File: config.mk
export PLATFORM = sky130hd
export DESIGN_NAME = irq_flag_enable_bank
export DESIGN_NICKNAME = d
export VERILOG_FILES = /design/src/hdl/irq_bank_pkg.sv /design/src/hdl/irq_flag_enable_bank.sv /design/src/hdl/sticky_reg16.sv
export SDC_FILE = /design/constraint.sdc
export NUM_CORES = 1
export LEC_CHECK = 0
export BUFFER_PORTS_ARGS = -buffer_cell sky130_fd_sc_hd__buf_2
export CAP_MARGIN = 20
export CORE_AREA = 2 2 142 144
export DETAILED_ROUTE_END_ITERATION = 8
export DIE_AREA = 0 0 144 146
export HOLD_SLACK_MARGIN = 0.03
export PLACE_DENSITY = 0.58
export REMOVE_ABC_BUFFERS = 1
export SYNTH_ARGS = -nofsm -noshare
export SYNTH_HDL_FRONTEND = slang
export SYNTH_SLANG_ARGS = --single-unit
File: constraint.sdc
create_clock -name mclk -period 2 [get_ports mclk]
set_input_delay 0 -clock mclk [delete_from_list [all_inputs] [get_ports mclk]]
set_output_delay 0 -clock mclk [all_outputs]
set_load 0.01 [all_outputs]
File: src/hdl/irq_bank_pkg.sv
// constants shared by the interrupt flag and enable bank
package irq_bank_pkg;
    // bus and register geometry
    localparam int ADDR_W = 8;
    localparam int DATA_W = 32;
    localparam int REG_W = 16;
    localparam int NUM_REGS = 5;
    localparam int EVT_W = 2;

    // register byte offsets on the bus
    localparam logic [7:0] OFS_FLAG_2 = 8'h00;
    localparam logic [7:0] OFS_FLAG_3 = 8'h04;
    localparam logic [7:0] OFS_FLAG_4 = 8'h08;
    localparam logic [7:0] OFS_ENABLE_0 = 8'h0c;
    localparam logic [7:0] OFS_ENABLE_1 = 8'h10;
    localparam logic [7:0] OFS_EVT_STATUS = 8'h14;
    localparam logic [7:0] OFS_EVT_CLEAR = 8'h18;
    localparam logic [7:0] OFS_EVT_ENABLE = 8'h1c;

    // implemented bit masks; bits outside a mask read as zero
    localparam logic [15:0] MASK_FLAG_2 = 16'h000f;
    localparam logic [15:0] MASK_FLAG_3 = 16'h21ff;
    localparam logic [15:0] MASK_FLAG_4 = 16'h00f6;
    localparam logic [15:0] MASK_ENABLE_0 = 16'h7fff;
    localparam logic [15:0] MASK_ENABLE_1 = 16'hfffb;

    // reset values
    localparam logic [15:0] RST_REG = 16'h0000;
    localparam logic [1:0] RST_EVT = 2'h0;

    // bank event bits
    localparam int EVT_REQUEST = 0;
    localparam int EVT_BUS_ERR = 1;

    // third flag register positions
    localparam int CAN_A_EVENT_FLAG = 3;
    localparam int CAN_A_RX_READY_FLAG = 2;
    localparam int SPI_B_EVENT_FLAG = 1;
    localparam int SPI_B_ERROR_FLAG = 0;
    // fourth flag register positions
    localparam int DMA_CH5_DONE_FLAG = 13;
    localparam int CAN_B_EVENT_FLAG = 8;
    localparam int CAN_B_RX_READY_FLAG = 7;
    localparam int EXT_IRQ4_FLAG = 6;
    localparam int EXT_IRQ3_FLAG = 5;
    localparam int TIMER_NINE_FLAG = 4;
    localparam int TIMER_EIGHT_FLAG = 3;
    localparam int I2C_B_MASTER_FLAG = 2;
    localparam int I2C_B_SLAVE_FLAG = 1;
    localparam int TIMER_SEVEN_FLAG = 0;
    // fifth flag register positions
    localparam int CAN_B_TX_REQUEST_FLAG = 7;
    localparam int CAN_A_TX_REQUEST_FLAG = 6;
    localparam int DMA_CH7_DONE_FLAG = 5;
    localparam int DMA_CH6_DONE_FLAG = 4;
    localparam int UART_B_ERROR_FLAG = 2;
    localparam int UART_A_ERROR_FLAG = 1;
    // first enable register positions
    localparam int DMA_CH1_DONE_ENABLE = 14;
    localparam int ADC_A_DONE_ENABLE = 13;
    localparam int UART_A_TX_ENABLE = 12;
    localparam int UART_A_RX_ENABLE = 11;
    localparam int SPI_A_EVENT_ENABLE = 10;
    localparam int SPI_A_ERROR_ENABLE = 9;
    localparam int TIMER_THREE_ENABLE = 8;
    localparam int TIMER_TWO_ENABLE = 7;
    localparam int COMPARE_TWO_ENABLE = 6;
    localparam int CAPTURE_TWO_ENABLE = 5;
    localparam int DMA_CH0_DONE_ENABLE = 4;
    localparam int TIMER_ONE_ENABLE = 3;
    localparam int COMPARE_ONE_ENABLE = 2;
    localparam int CAPTURE_ONE_ENABLE = 1;
    localparam int EXT_IRQ0_ENABLE = 0;
    // second enable register positions
    localparam int UART_B_TX_ENABLE = 15;
    localparam int UART_B_RX_ENABLE = 14;
    localparam int EXT_IRQ2_ENABLE = 13;
    localparam int TIMER_FIVE_ENABLE = 12;
    localparam int TIMER_FOUR_ENABLE = 11;
    localparam int COMPARE_FOUR_ENABLE = 10;
    localparam int COMPARE_THREE_ENABLE = 9;
    localparam int DMA_CH2_DONE_ENABLE = 8;
    localparam int CAPTURE_EIGHT_ENABLE = 7;
    localparam int CAPTURE_SEVEN_ENABLE = 6;
    localparam int ADC_B_DONE_ENABLE = 5;
    localparam int EXT_IRQ1_ENABLE = 4;
    localparam int CHANGE_NOTIFY_ENABLE = 3;
    localparam int I2C_A_MASTER_ENABLE = 1;
    localparam int I2C_A_SLAVE_ENABLE = 0;

    // bank register index to byte offset
    function automatic logic [7:0] reg_offset(input int idx);
        case (idx)
            0: reg_offset = OFS_FLAG_2;
            1: reg_offset = OFS_FLAG_3;
            2: reg_offset = OFS_FLAG_4;
            3: reg_offset = OFS_ENABLE_0;
            default: reg_offset = OFS_ENABLE_1;
        endcase
    endfunction

    // bank register index to implemented mask
    function automatic logic [15:0] reg_mask(input int idx);
        case (idx)
            0: reg_mask = MASK_FLAG_2;
            1: reg_mask = MASK_FLAG_3;
            2: reg_mask = MASK_FLAG_4;
            3: reg_mask = MASK_ENABLE_0;
            default: reg_mask = MASK_ENABLE_1;
        endcase
    endfunction
endpackage

File: src/hdl/irq_flag_enable_bank.sv
// interrupt flag and enable bank with apb register access
// Function
// - every implemented flag and enable bit is read/write and resets to zero
// - flag one means its source raised a request, zero means none
// - enable one permits the matching request, zero leaves it disabled
// - third flag bits 3..0: can a event, can a rx ready, spi b event, spi b error
// - fourth flag bits 15-14 and 12-9 always read zero
// - fourth flag: bit 13 dma 5 done, bit 8 can b event, bit 7 rx ready
// - fourth flag: bits 6,5 ext irq 4,3; bits 4,3,0 timers 9,8,7
// - fourth flag: bit 2 i2c b master, bit 1 i2c b slave
// - fifth flag: 15-8 zero, 7,6 can tx requests, 5,4 dma 7,6 done
// - fifth flag: bit 2 uart b error, bit 1 uart a error, bits 3,0 zero
// - first enable: bit 15 zero, 14..11 dma1, adc a, uart a tx, rx
// - first enable: bits 10..7 spi a event, error, timer 3, timer 2
// - first enable: bits 6..0 oc2, ic2, dma0, timer1, oc1, ic1, ext irq0
// - second enable: 15..11 uart b tx, rx, ext irq2, timer 5, timer 4
// - second enable: 10..4 oc4, oc3, dma2, ic8, ic7, adc b, ext irq1
// - second enable: bit 3 change notify, bit 2 reads zero
//
// The placing of the registers and the APB slave port were chosen for this implementation.
`timescale 1ns/100ps
`default_nettype none
module irq_flag_enable_bank (
    // clock and reset
    input wire logic mclk,
    input wire logic rst,
    // apb slave
    input wire logic psel,
    input wire logic penable,
    input wire logic pwrite,
    input wire logic [7:0] paddr,
    input wire logic [31:0] pwdata,
    output logic [31:0] prdata,
    output logic pready,
    output logic pslverr,
    // source set pulses for the three flag registers
    input wire logic [15:0] src_set_2,
    input wire logic [15:0] src_set_3,
    input wire logic [15:0] src_set_4,
    // enables of the three flag registers, held elsewhere
    input wire logic [15:0] ext_enable_2,
    input wire logic [15:0] ext_enable_3,
    input wire logic [15:0] ext_enable_4,
    // flags matching the two enable registers, held elsewhere
    input wire logic [15:0] ext_flag_0,
    input wire logic [15:0] ext_flag_1,
    // per-source flag and enable levels
    output logic [15:0] flag_2,
    output logic [15:0] flag_3,
    output logic [15:0] flag_4,
    output logic [15:0] enable_0,
    output logic [15:0] enable_1,
    // pending requests toward the priority logic
    output logic [15:0] pending_2,
    output logic [15:0] pending_3,
    output logic [15:0] pending_4,
    output logic [15:0] pending_0,
    output logic [15:0] pending_1,
    // bank interrupt
    output logic irq
);
    logic [15:0] set_vec [irq_bank_pkg::NUM_REGS];
    logic [15:0] reg_q [irq_bank_pkg::NUM_REGS];
    logic [irq_bank_pkg::NUM_REGS-1:0] reg_wr;
    logic setup_ph;
    logic access_done;
    logic wr_go;
    logic addr_hit;
    logic pready_r;
    logic pslverr_r;
    logic [31:0] prdata_r;
    logic [1:0] evt_sts_r;
    logic [1:0] evt_en_r;
    logic [1:0] evt_in;
    logic [1:0] evt_sts_nxt;
    logic irq_r;
    logic [15:0] flag_2_r;
    logic [15:0] flag_3_r;
    logic [15:0] flag_4_r;
    logic [15:0] enable_0_r;
    logic [15:0] enable_1_r;
    logic [15:0] pending_2_r;
    logic [15:0] pending_3_r;
    logic [15:0] pending_4_r;
    logic [15:0] pending_0_r;
    logic [15:0] pending_1_r;

    // true for every offset the bank answers
    function automatic logic mapped(input logic [7:0] a);
        case (a)
            irq_bank_pkg::OFS_FLAG_2,
            irq_bank_pkg::OFS_FLAG_3,
            irq_bank_pkg::OFS_FLAG_4,
            irq_bank_pkg::OFS_ENABLE_0,
            irq_bank_pkg::OFS_ENABLE_1,
            irq_bank_pkg::OFS_EVT_STATUS,
            irq_bank_pkg::OFS_EVT_CLEAR,
            irq_bank_pkg::OFS_EVT_ENABLE: mapped = 1'b1;
            default: mapped = 1'b0;
        endcase
    endfunction

    // apb phases: one access cycle, no extra wait states
    assign setup_ph = psel & ~penable;
    assign access_done = psel & penable & pready_r;
    assign addr_hit = mapped(paddr);
    assign wr_go = access_done & pwrite & addr_hit;

    // only the sources inside this bank set flags; enables have no hardware set
    assign set_vec[0] = src_set_2;
    assign set_vec[1] = src_set_3;
    assign set_vec[2] = src_set_4;
    assign set_vec[3] = irq_bank_pkg::RST_REG;
    assign set_vec[4] = irq_bank_pkg::RST_REG;

    // the five bank registers share one structure, differing only in mask
    genvar i;
    generate
        for (i = 0; i < irq_bank_pkg::NUM_REGS; i++) begin : g_reg
            assign reg_wr[i] = wr_go & (paddr == irq_bank_pkg::reg_offset(i));
            sticky_reg16 #(
                .IMPL_MASK(irq_bank_pkg::reg_mask(i))
            ) u_reg (
                .mclk(mclk),
                .rst(rst),
                .hw_set(set_vec[i]),
                .sw_wr(reg_wr[i]),
                .sw_data(pwdata[15:0]),
                .value(reg_q[i])
            );
        end
    endgenerate

    // read data mux; unimplemented and upper bits read zero
    function automatic logic [31:0] read_word(input logic [7:0] a);
        read_word = 32'h0000_0000;
        case (a)
            irq_bank_pkg::OFS_FLAG_2: read_word[15:0] = reg_q[0];
            irq_bank_pkg::OFS_FLAG_3: read_word[15:0] = reg_q[1];
            irq_bank_pkg::OFS_FLAG_4: read_word[15:0] = reg_q[2];
            irq_bank_pkg::OFS_ENABLE_0: read_word[15:0] = reg_q[3];
            irq_bank_pkg::OFS_ENABLE_1: read_word[15:0] = reg_q[4];
            irq_bank_pkg::OFS_EVT_STATUS: read_word[1:0] = evt_sts_r;
            irq_bank_pkg::OFS_EVT_ENABLE: read_word[1:0] = evt_en_r;
            default: read_word = 32'h0000_0000;
        endcase
    endfunction

    // answer in the first access cycle; data captured at the setup edge
    always_ff @(posedge mclk) begin
        if (rst) begin
            pready_r <= 1'b0;
            pslverr_r <= 1'b0;
            prdata_r <= 32'h0000_0000;
        end else begin
            pready_r <= setup_ph;
            pslverr_r <= setup_ph & ~addr_hit;
            prdata_r <= (setup_ph & ~pwrite) ? read_word(paddr) : 32'h0000_0000;
        end
    end

    // bank events: a captured request or an unmapped access
    assign evt_in[irq_bank_pkg::EVT_REQUEST] = |((src_set_2 & irq_bank_pkg::MASK_FLAG_2)
        | (src_set_3 & irq_bank_pkg::MASK_FLAG_3) | (src_set_4 & irq_bank_pkg::MASK_FLAG_4));
    assign evt_in[irq_bank_pkg::EVT_BUS_ERR] = access_done & ~addr_hit;

    // sticky status; a new event outlives a clear in the same cycle
    always_comb begin
        evt_sts_nxt = evt_sts_r;
        if (wr_go && paddr == irq_bank_pkg::OFS_EVT_CLEAR) begin
            evt_sts_nxt = evt_sts_r & ~pwdata[1:0];
        end
        evt_sts_nxt = evt_sts_nxt | evt_in;
    end

    always_ff @(posedge mclk) begin
        if (rst) begin
            evt_sts_r <= irq_bank_pkg::RST_EVT;
        end else begin
            evt_sts_r <= evt_sts_nxt;
        end
    end

    // event enable register
    always_ff @(posedge mclk) begin
        if (rst) begin
            evt_en_r <= irq_bank_pkg::RST_EVT;
        end else if (wr_go && paddr == irq_bank_pkg::OFS_EVT_ENABLE) begin
            evt_en_r <= pwdata[1:0];
        end
    end

    // level interrupt, one cycle behind the status it reflects
    always_ff @(posedge mclk) begin
        if (rst) begin
            irq_r <= 1'b0;
        end else begin
            irq_r <= |(evt_sts_r & evt_en_r);
        end
    end

    // registered copies so every output leaves a flop
    always_ff @(posedge mclk) begin
        if (rst) begin
            flag_2_r <= irq_bank_pkg::RST_REG;
            flag_3_r <= irq_bank_pkg::RST_REG;
            flag_4_r <= irq_bank_pkg::RST_REG;
            enable_0_r <= irq_bank_pkg::RST_REG;
            enable_1_r <= irq_bank_pkg::RST_REG;
        end else begin
            flag_2_r <= reg_q[0];
            flag_3_r <= reg_q[1];
            flag_4_r <= reg_q[2];
            enable_0_r <= reg_q[3];
            enable_1_r <= reg_q[4];
        end
    end

    // pending only while flag and enable are both one
    always_ff @(posedge mclk) begin
        if (rst) begin
            pending_2_r <= irq_bank_pkg::RST_REG;
            pending_3_r <= irq_bank_pkg::RST_REG;
            pending_4_r <= irq_bank_pkg::RST_REG;
            pending_0_r <= irq_bank_pkg::RST_REG;
            pending_1_r <= irq_bank_pkg::RST_REG;
        end else begin
            pending_2_r <= reg_q[0] & ext_enable_2;
            pending_3_r <= reg_q[1] & ext_enable_3;
            pending_4_r <= reg_q[2] & ext_enable_4;
            pending_0_r <= ext_flag_0 & reg_q[3] & irq_bank_pkg::MASK_ENABLE_0;
            pending_1_r <= ext_flag_1 & reg_q[4] & irq_bank_pkg::MASK_ENABLE_1;
        end
    end

    assign prdata = prdata_r;
    assign pready = pready_r;
    assign pslverr = pslverr_r;
    assign irq = irq_r;
    assign flag_2 = flag_2_r;
    assign flag_3 = flag_3_r;
    assign flag_4 = flag_4_r;
    assign enable_0 = enable_0_r;
    assign enable_1 = enable_1_r;
    assign pending_2 = pending_2_r;
    assign pending_3 = pending_3_r;
    assign pending_4 = pending_4_r;
    assign pending_0 = pending_0_r;
    assign pending_1 = pending_1_r;
endmodule
`default_nettype wire

File: src/hdl/sticky_reg16.sv
// one 16-bit flag or enable register with hardware set and software write
`timescale 1ns/100ps
`default_nettype none
module sticky_reg16 #(
    parameter logic [15:0] IMPL_MASK = 16'hffff
) (
    // clock and reset
    input wire logic mclk,
    input wire logic rst,
    // hardware set pulses, one per bit
    input wire logic [15:0] hw_set,
    // software write
    input wire logic sw_wr,
    input wire logic [15:0] sw_data,
    // register contents
    output logic [15:0] value
);
    // one flop per implemented bit, unimplemented bits tied to zero
    genvar b;
    generate
        for (b = 0; b < 16; b++) begin : g_bit
            if (IMPL_MASK[b]) begin : g_impl
                logic bit_r;
                // hardware set beats a simultaneous software clear
                always_ff @(posedge mclk) begin
                    if (rst) begin
                        bit_r <= 1'b0;
                    end else begin
                        bit_r <= hw_set[b] | (sw_wr ? sw_data[b] : bit_r);
                    end
                end
                assign value[b] = bit_r;
            end else begin : g_unimpl
                assign value[b] = 1'b0;
            end
        end
    endgenerate
endmodule
`default_nettype wire

==> impl_summary.md <==
GRT
After global routing the overflow that remains totals 0. The number of global-route vias before repair is 5281. The overall track demand over capacity in global routing is 17.29%. The first global-routing pass estimated between 20000 and 30000 um of wire.

Entering global routing, the biggest net connects 92 pins. The number of antenna violations at the first check in global routing is 2.

Worst hold path
The worst hold-check path type is input port to flop.

Worst setup path
The data arrival at the endpoint of the critical path is 2.26 ns. By instance count, the cell type seen most on the critical path is sky130_fd_sc_hd__dlygate4sd3_1. The critical path data required time is around 2.3 ns. The slowest cell on the critical path is sky130_fd_sc_hd__dlygate4sd3_1. For this run, the slowest stage of the critical path takes around 0.60 ns. Walking the worst path, the cells encountered are dlygate4sd3_1 -> buf_2 -> or3b_2 -> dlygate4sd3_1 -> inv_1 -> nand2b_4 -> a2111oi_4. The critical path is of the input port to flop type. The critical path endpoint category is a flop.

The worst setup path is launched from an input port. The peak fanout along the critical path is 4.

Drt
The DRC violations left is 0. The remaining antenna violation count after routing is 0. The routed via count divided by cell count is ~4.4. The vias after detailed routing is 5211. The final layout contains routed wiring with a total length of about 18000 um. The routed length per placed instance is 15.44 um.

The first routing iteration left approximately 220 violations. The first TritonRoute pass finished after 4 iterations.

Power and ir drop
The static leakage is ~4.3 nW. The part of the total power dissipated in the clock network is 43.7%. The net switching power is about 1.7 mW.

In this run, the combinational gates consume ~8.4% of the power. The overall power consumption is about 7.4 mW. Registers are responsible for between 40% and 50% of the overall power.

The internal power is between 5 and 6 mW. Net switching is roughly a quarter of the power. The worst supply voltage drop on vdd is 551.9 uV. The power density relative to cell area is roughly 800 mW/mm^2.

Logic synthesis
The share of the Yosys chip area taken by registers is 55.06%. The Yosys step of the flow raised 0 warnings. The synthesized area divided by synthesized cell count is 10.90 sq um. Among all flip-flop cells after synthesis, the most frequent one is sky130_fd_sc_hd__dfxtp_1. Yosys mapped a number of flops with a built-in enable equal to 0. The area fraction of the dominant cell type after synthesis is 55.06%. The xor/xnor cell area share of the yosys netlist is 0%. The async set-or-reset flop fraction in the synthesized netlist is 0%. The number of distinct library cells after synthesis is between 40 and 50. Summing the areas of all fa, ha and maj instances in the mapped netlist gives 0% of the synthesized area. The largest family of logic cells by synthesized area is simple AND/OR/NAND/NOR gates. The complex-gate fraction of the synthesized area is 6.545%. The synthesized netlist devotes slightly below 20% of its cell area to simple gates. Measured against the total synthesized area, the mux share comes to slightly above 8%. In this run the cell area of the synthesized design comes to approximately 0.0063 sq mm.

After synthesis the netlist holds a flip-flop and latch count of about 170. The post-synthesis instance total is just under 600. In the post-synthesis netlist, the biggest area contributors are sky130_fd_sc_hd__dfxtp_1, sky130_fd_sc_hd__buf_4, sky130_fd_sc_hd__nor2b_1, sky130_fd_sc_hd__mux2_2, sky130_fd_sc_hd__and2_1. The largest total area in the synthesized netlist belongs to sky130_fd_sc_hd__dfxtp_1.

CTS
The clock passes through at most 2 buffers. The insertion delay to the later sink of the worst-skew pair is approximately 0.42 ns. The tree is rooted in a sky130_fd_sc_hd__clkbuf_16. The register clock-pin slew on the reported worst setup and hold paths is around 0.060 ns.

TritonCTS built the clock tree. Counting every sink on the clock net gives between 150 and 200. The number of buffers inserted during clock tree synthesis is 17. The H-tree generated during clock tree synthesis spans 4 levels.

Final layout
Compared with the post-synthesis result, the final layout area differs by 46.41%. The post-route netlist has 34.38% of its cells at a drive strength greater than 1. The area taken by flip-flops and latches is 0.003463 sq mm.

The library cells used most frequently in the layout, excluding fill and tap cells, are sky130_fd_sc_hd__buf_2, sky130_fd_sc_hd__dfxtp_1, sky130_fd_sc_hd__dlygate4sd3_1. The final layout contains approximately 1.1k nets. The filler cells instantiated in the layout total 1840. The library cell used most frequently in the layout, excluding fill and tap cells, is sky130_fd_sc_hd__buf_2. The multi-input logic area is between 0.002 and 0.0025 sq mm.

Floorplan
After floorplanning, the core was divided into between 50 and 60 placement rows. The placeable core area is roughly 0.019 sq mm. In this run the vertical extent of the chip is 146 um. The die covers approximately 0.021 sq mm.

In this run the horizontal extent of the chip is ~140 um. between 300 and 400 I/O pins were placed. Once the floorplan was initialized, standard cells occupied approximately a third of the core.

Place
The final estimated routing congestion in global placement is roughly 0.79. The count of buffers added on input and output ports is 217. Detailed placement finished with a half-perimeter wire length of 12600 um.

STA
The transition at the pin with the smallest max-transition slack is slightly below 0.7 ns. The minimum hold slack is ~0.076 ns. The final count of negative-setup-slack endpoints is 0. The hold violation count in the final report is 0. The final critical-path share of the clock period is 96.76%. The clock arrives with approximately 0.007 ns of skew. The maximum clock frequency is 0.5167 GHz. The final number of max-transition violations is 0. The worst path needs between 1.5 and 2 ns of the cycle, external delays included.

Measured against its own limit, the worst slew margin works out to a little over half.

Status
The run finished with clean final reports.

Job
The max capacitance violation total is 0.
-- power by group through the flow --
stage | clock network, mW | logic, mW | registers, mW
6_report | 3.24 | 0.625 | 3.54
3_5_place_dp | 0 | 0.451 | 3.62
3_3_place_gp | 0 | 0.448 | 3.62
4_1_cts | 3.34 | 0.612 | 3.54
5_1_grt | 3.50 | 0.680 | 3.55
2_1_floorplan | 0 | 0.186 | 3.63
-- logic make-up (layout without fill, tap and decap cells) --
group,Yosys count,count (layout)
simple gates,202,202
compound gates,55,55
buf+inv,102,378
flops,173,173
other cells,1,78
mux,44,44
-- metrics by stage --
stage	TNS (ns)	setup slack (ns)	instances	area, sq um	utilization (%)
floorplan	0	0.1481	551	5883	-
global placement	0	0.2872	1053	7478	38.68
detailed placement	0	0.2735	1053	7478	38.68
CTS	0	0.007562	1189	9100	47.07
global route	-0.01434	-0.01434	1194	9206	47.62
finish	0	0.06471	1195	9209	47.63
-- flip-flops by register name (all words and copies together) (netlist names), 6 cells and up --
register and count:
pending_0 15, pending_4 6, flag_4 6, pending_1 15, g.u_reg.g_bit.g_impl.bit_r 50, enable_0 15, enable_1 15, prdata 16
flag_3 10, pending_3 10
-- per-layer routing --
metal / global-route usage, % / share of wire (%) / vias up
met5: 0 / 0 / -
met4: 5.833 / 1.8 / 0
met3: 5.594 / 8.6 / 24
met2: 29.90 / 49 / 261
met1: 19.99 / 40 / 2421
li1: - / - / 2505
-- cell usage after synthesis (2+ instances only) --
cell type and instances:
sky130_fd_sc_hd__a32oi_1 3, sky130_fd_sc_hd__mux2_1 3, sky130_fd_sc_hd__buf_6 2, sky130_fd_sc_hd__o21ai_0 3
sky130_fd_sc_hd__nor3_1 6, sky130_fd_sc_hd__buf_2 4, sky130_fd_sc_hd__mux4_2 2, sky130_fd_sc_hd__buf_1 2
sky130_fd_sc_hd__nand2_1 8, sky130_fd_sc_hd__a41oi_1 7, sky130_fd_sc_hd__buf_4 77, sky130_fd_sc_hd__nand4_1 4
sky130_fd_sc_hd__nor4_1 8, sky130_fd_sc_hd__a21oi_1 9, sky130_fd_sc_hd__and4_1 2, sky130_fd_sc_hd__a211oi_1 4
sky130_fd_sc_hd__nand3_1 6, sky130_fd_sc_hd__a22oi_1 10, sky130_fd_sc_hd__a22o_1 4, sky130_fd_sc_hd__or3b_2 2
sky130_fd_sc_hd__mux2i_1 6, sky130_fd_sc_hd__nor4_4 2, sky130_fd_sc_hd__nor2b_1 67, sky130_fd_sc_hd__dfxtp_1 173
sky130_fd_sc_hd__a221oi_1 10, sky130_fd_sc_hd__nor2_1 33, sky130_fd_sc_hd__clkbuf_1 16, sky130_fd_sc_hd__and3_1 5
sky130_fd_sc_hd__and2_1 50, sky130_fd_sc_hd__mux2_2 33
-- repair_timing --
| item | CTS | global route |
|---|---|---|
| hold endpoints to repair | 103 | 0 |
| gates resized for setup | 0 | 13 |
| buffers inserted | 0 | 3 |
| hold buffers | 104 | 0 |
| endpoints found under the setup margin | 0 | 22 |
-- worst max-delay path: cells and delay by family --
| kind | cells | cell delay, ns |
|---|---|---|
| AO/OA/AOI/OAI | 1 | 0.26 |
| buffers and inverters | 4 | 1.42 |
| AND/OR/NAND/NOR | 2 | 0.57 |
-- layout make-up --
type | count | share of cell area, %
antenna | 2 | 0.05435
clock buffer | 21 | 5.109
clock inverter | 11 | 1.196
inverter | 1 | 0.04076
multi-input combinational | 377 | 26.66
sequential | 173 | 37.61
tap | 265 | 3.601
timing repair buffer | 345 | 25.73
-- path summary, 6_finish.rpt --
| path | slack (ns) | end | startpoint | cells past startpoint |
|---|---|---|---|---|
| min reg2reg | 0.47 | prdata[15] | g_reg[4].u_reg.g_bit[15].g_impl.bit_r | 1 |
| max | 0.06 | prdata[0] | penable | 7 |
| min | 0.08 | prdata[0] | paddr[1] | 4 |
| max reg2reg | 0.24 | g_reg[3].u_reg.g_bit[9].g_impl.bit_r | pready | 4 |
No activity file was read; power rests on OpenSTA's default activity.
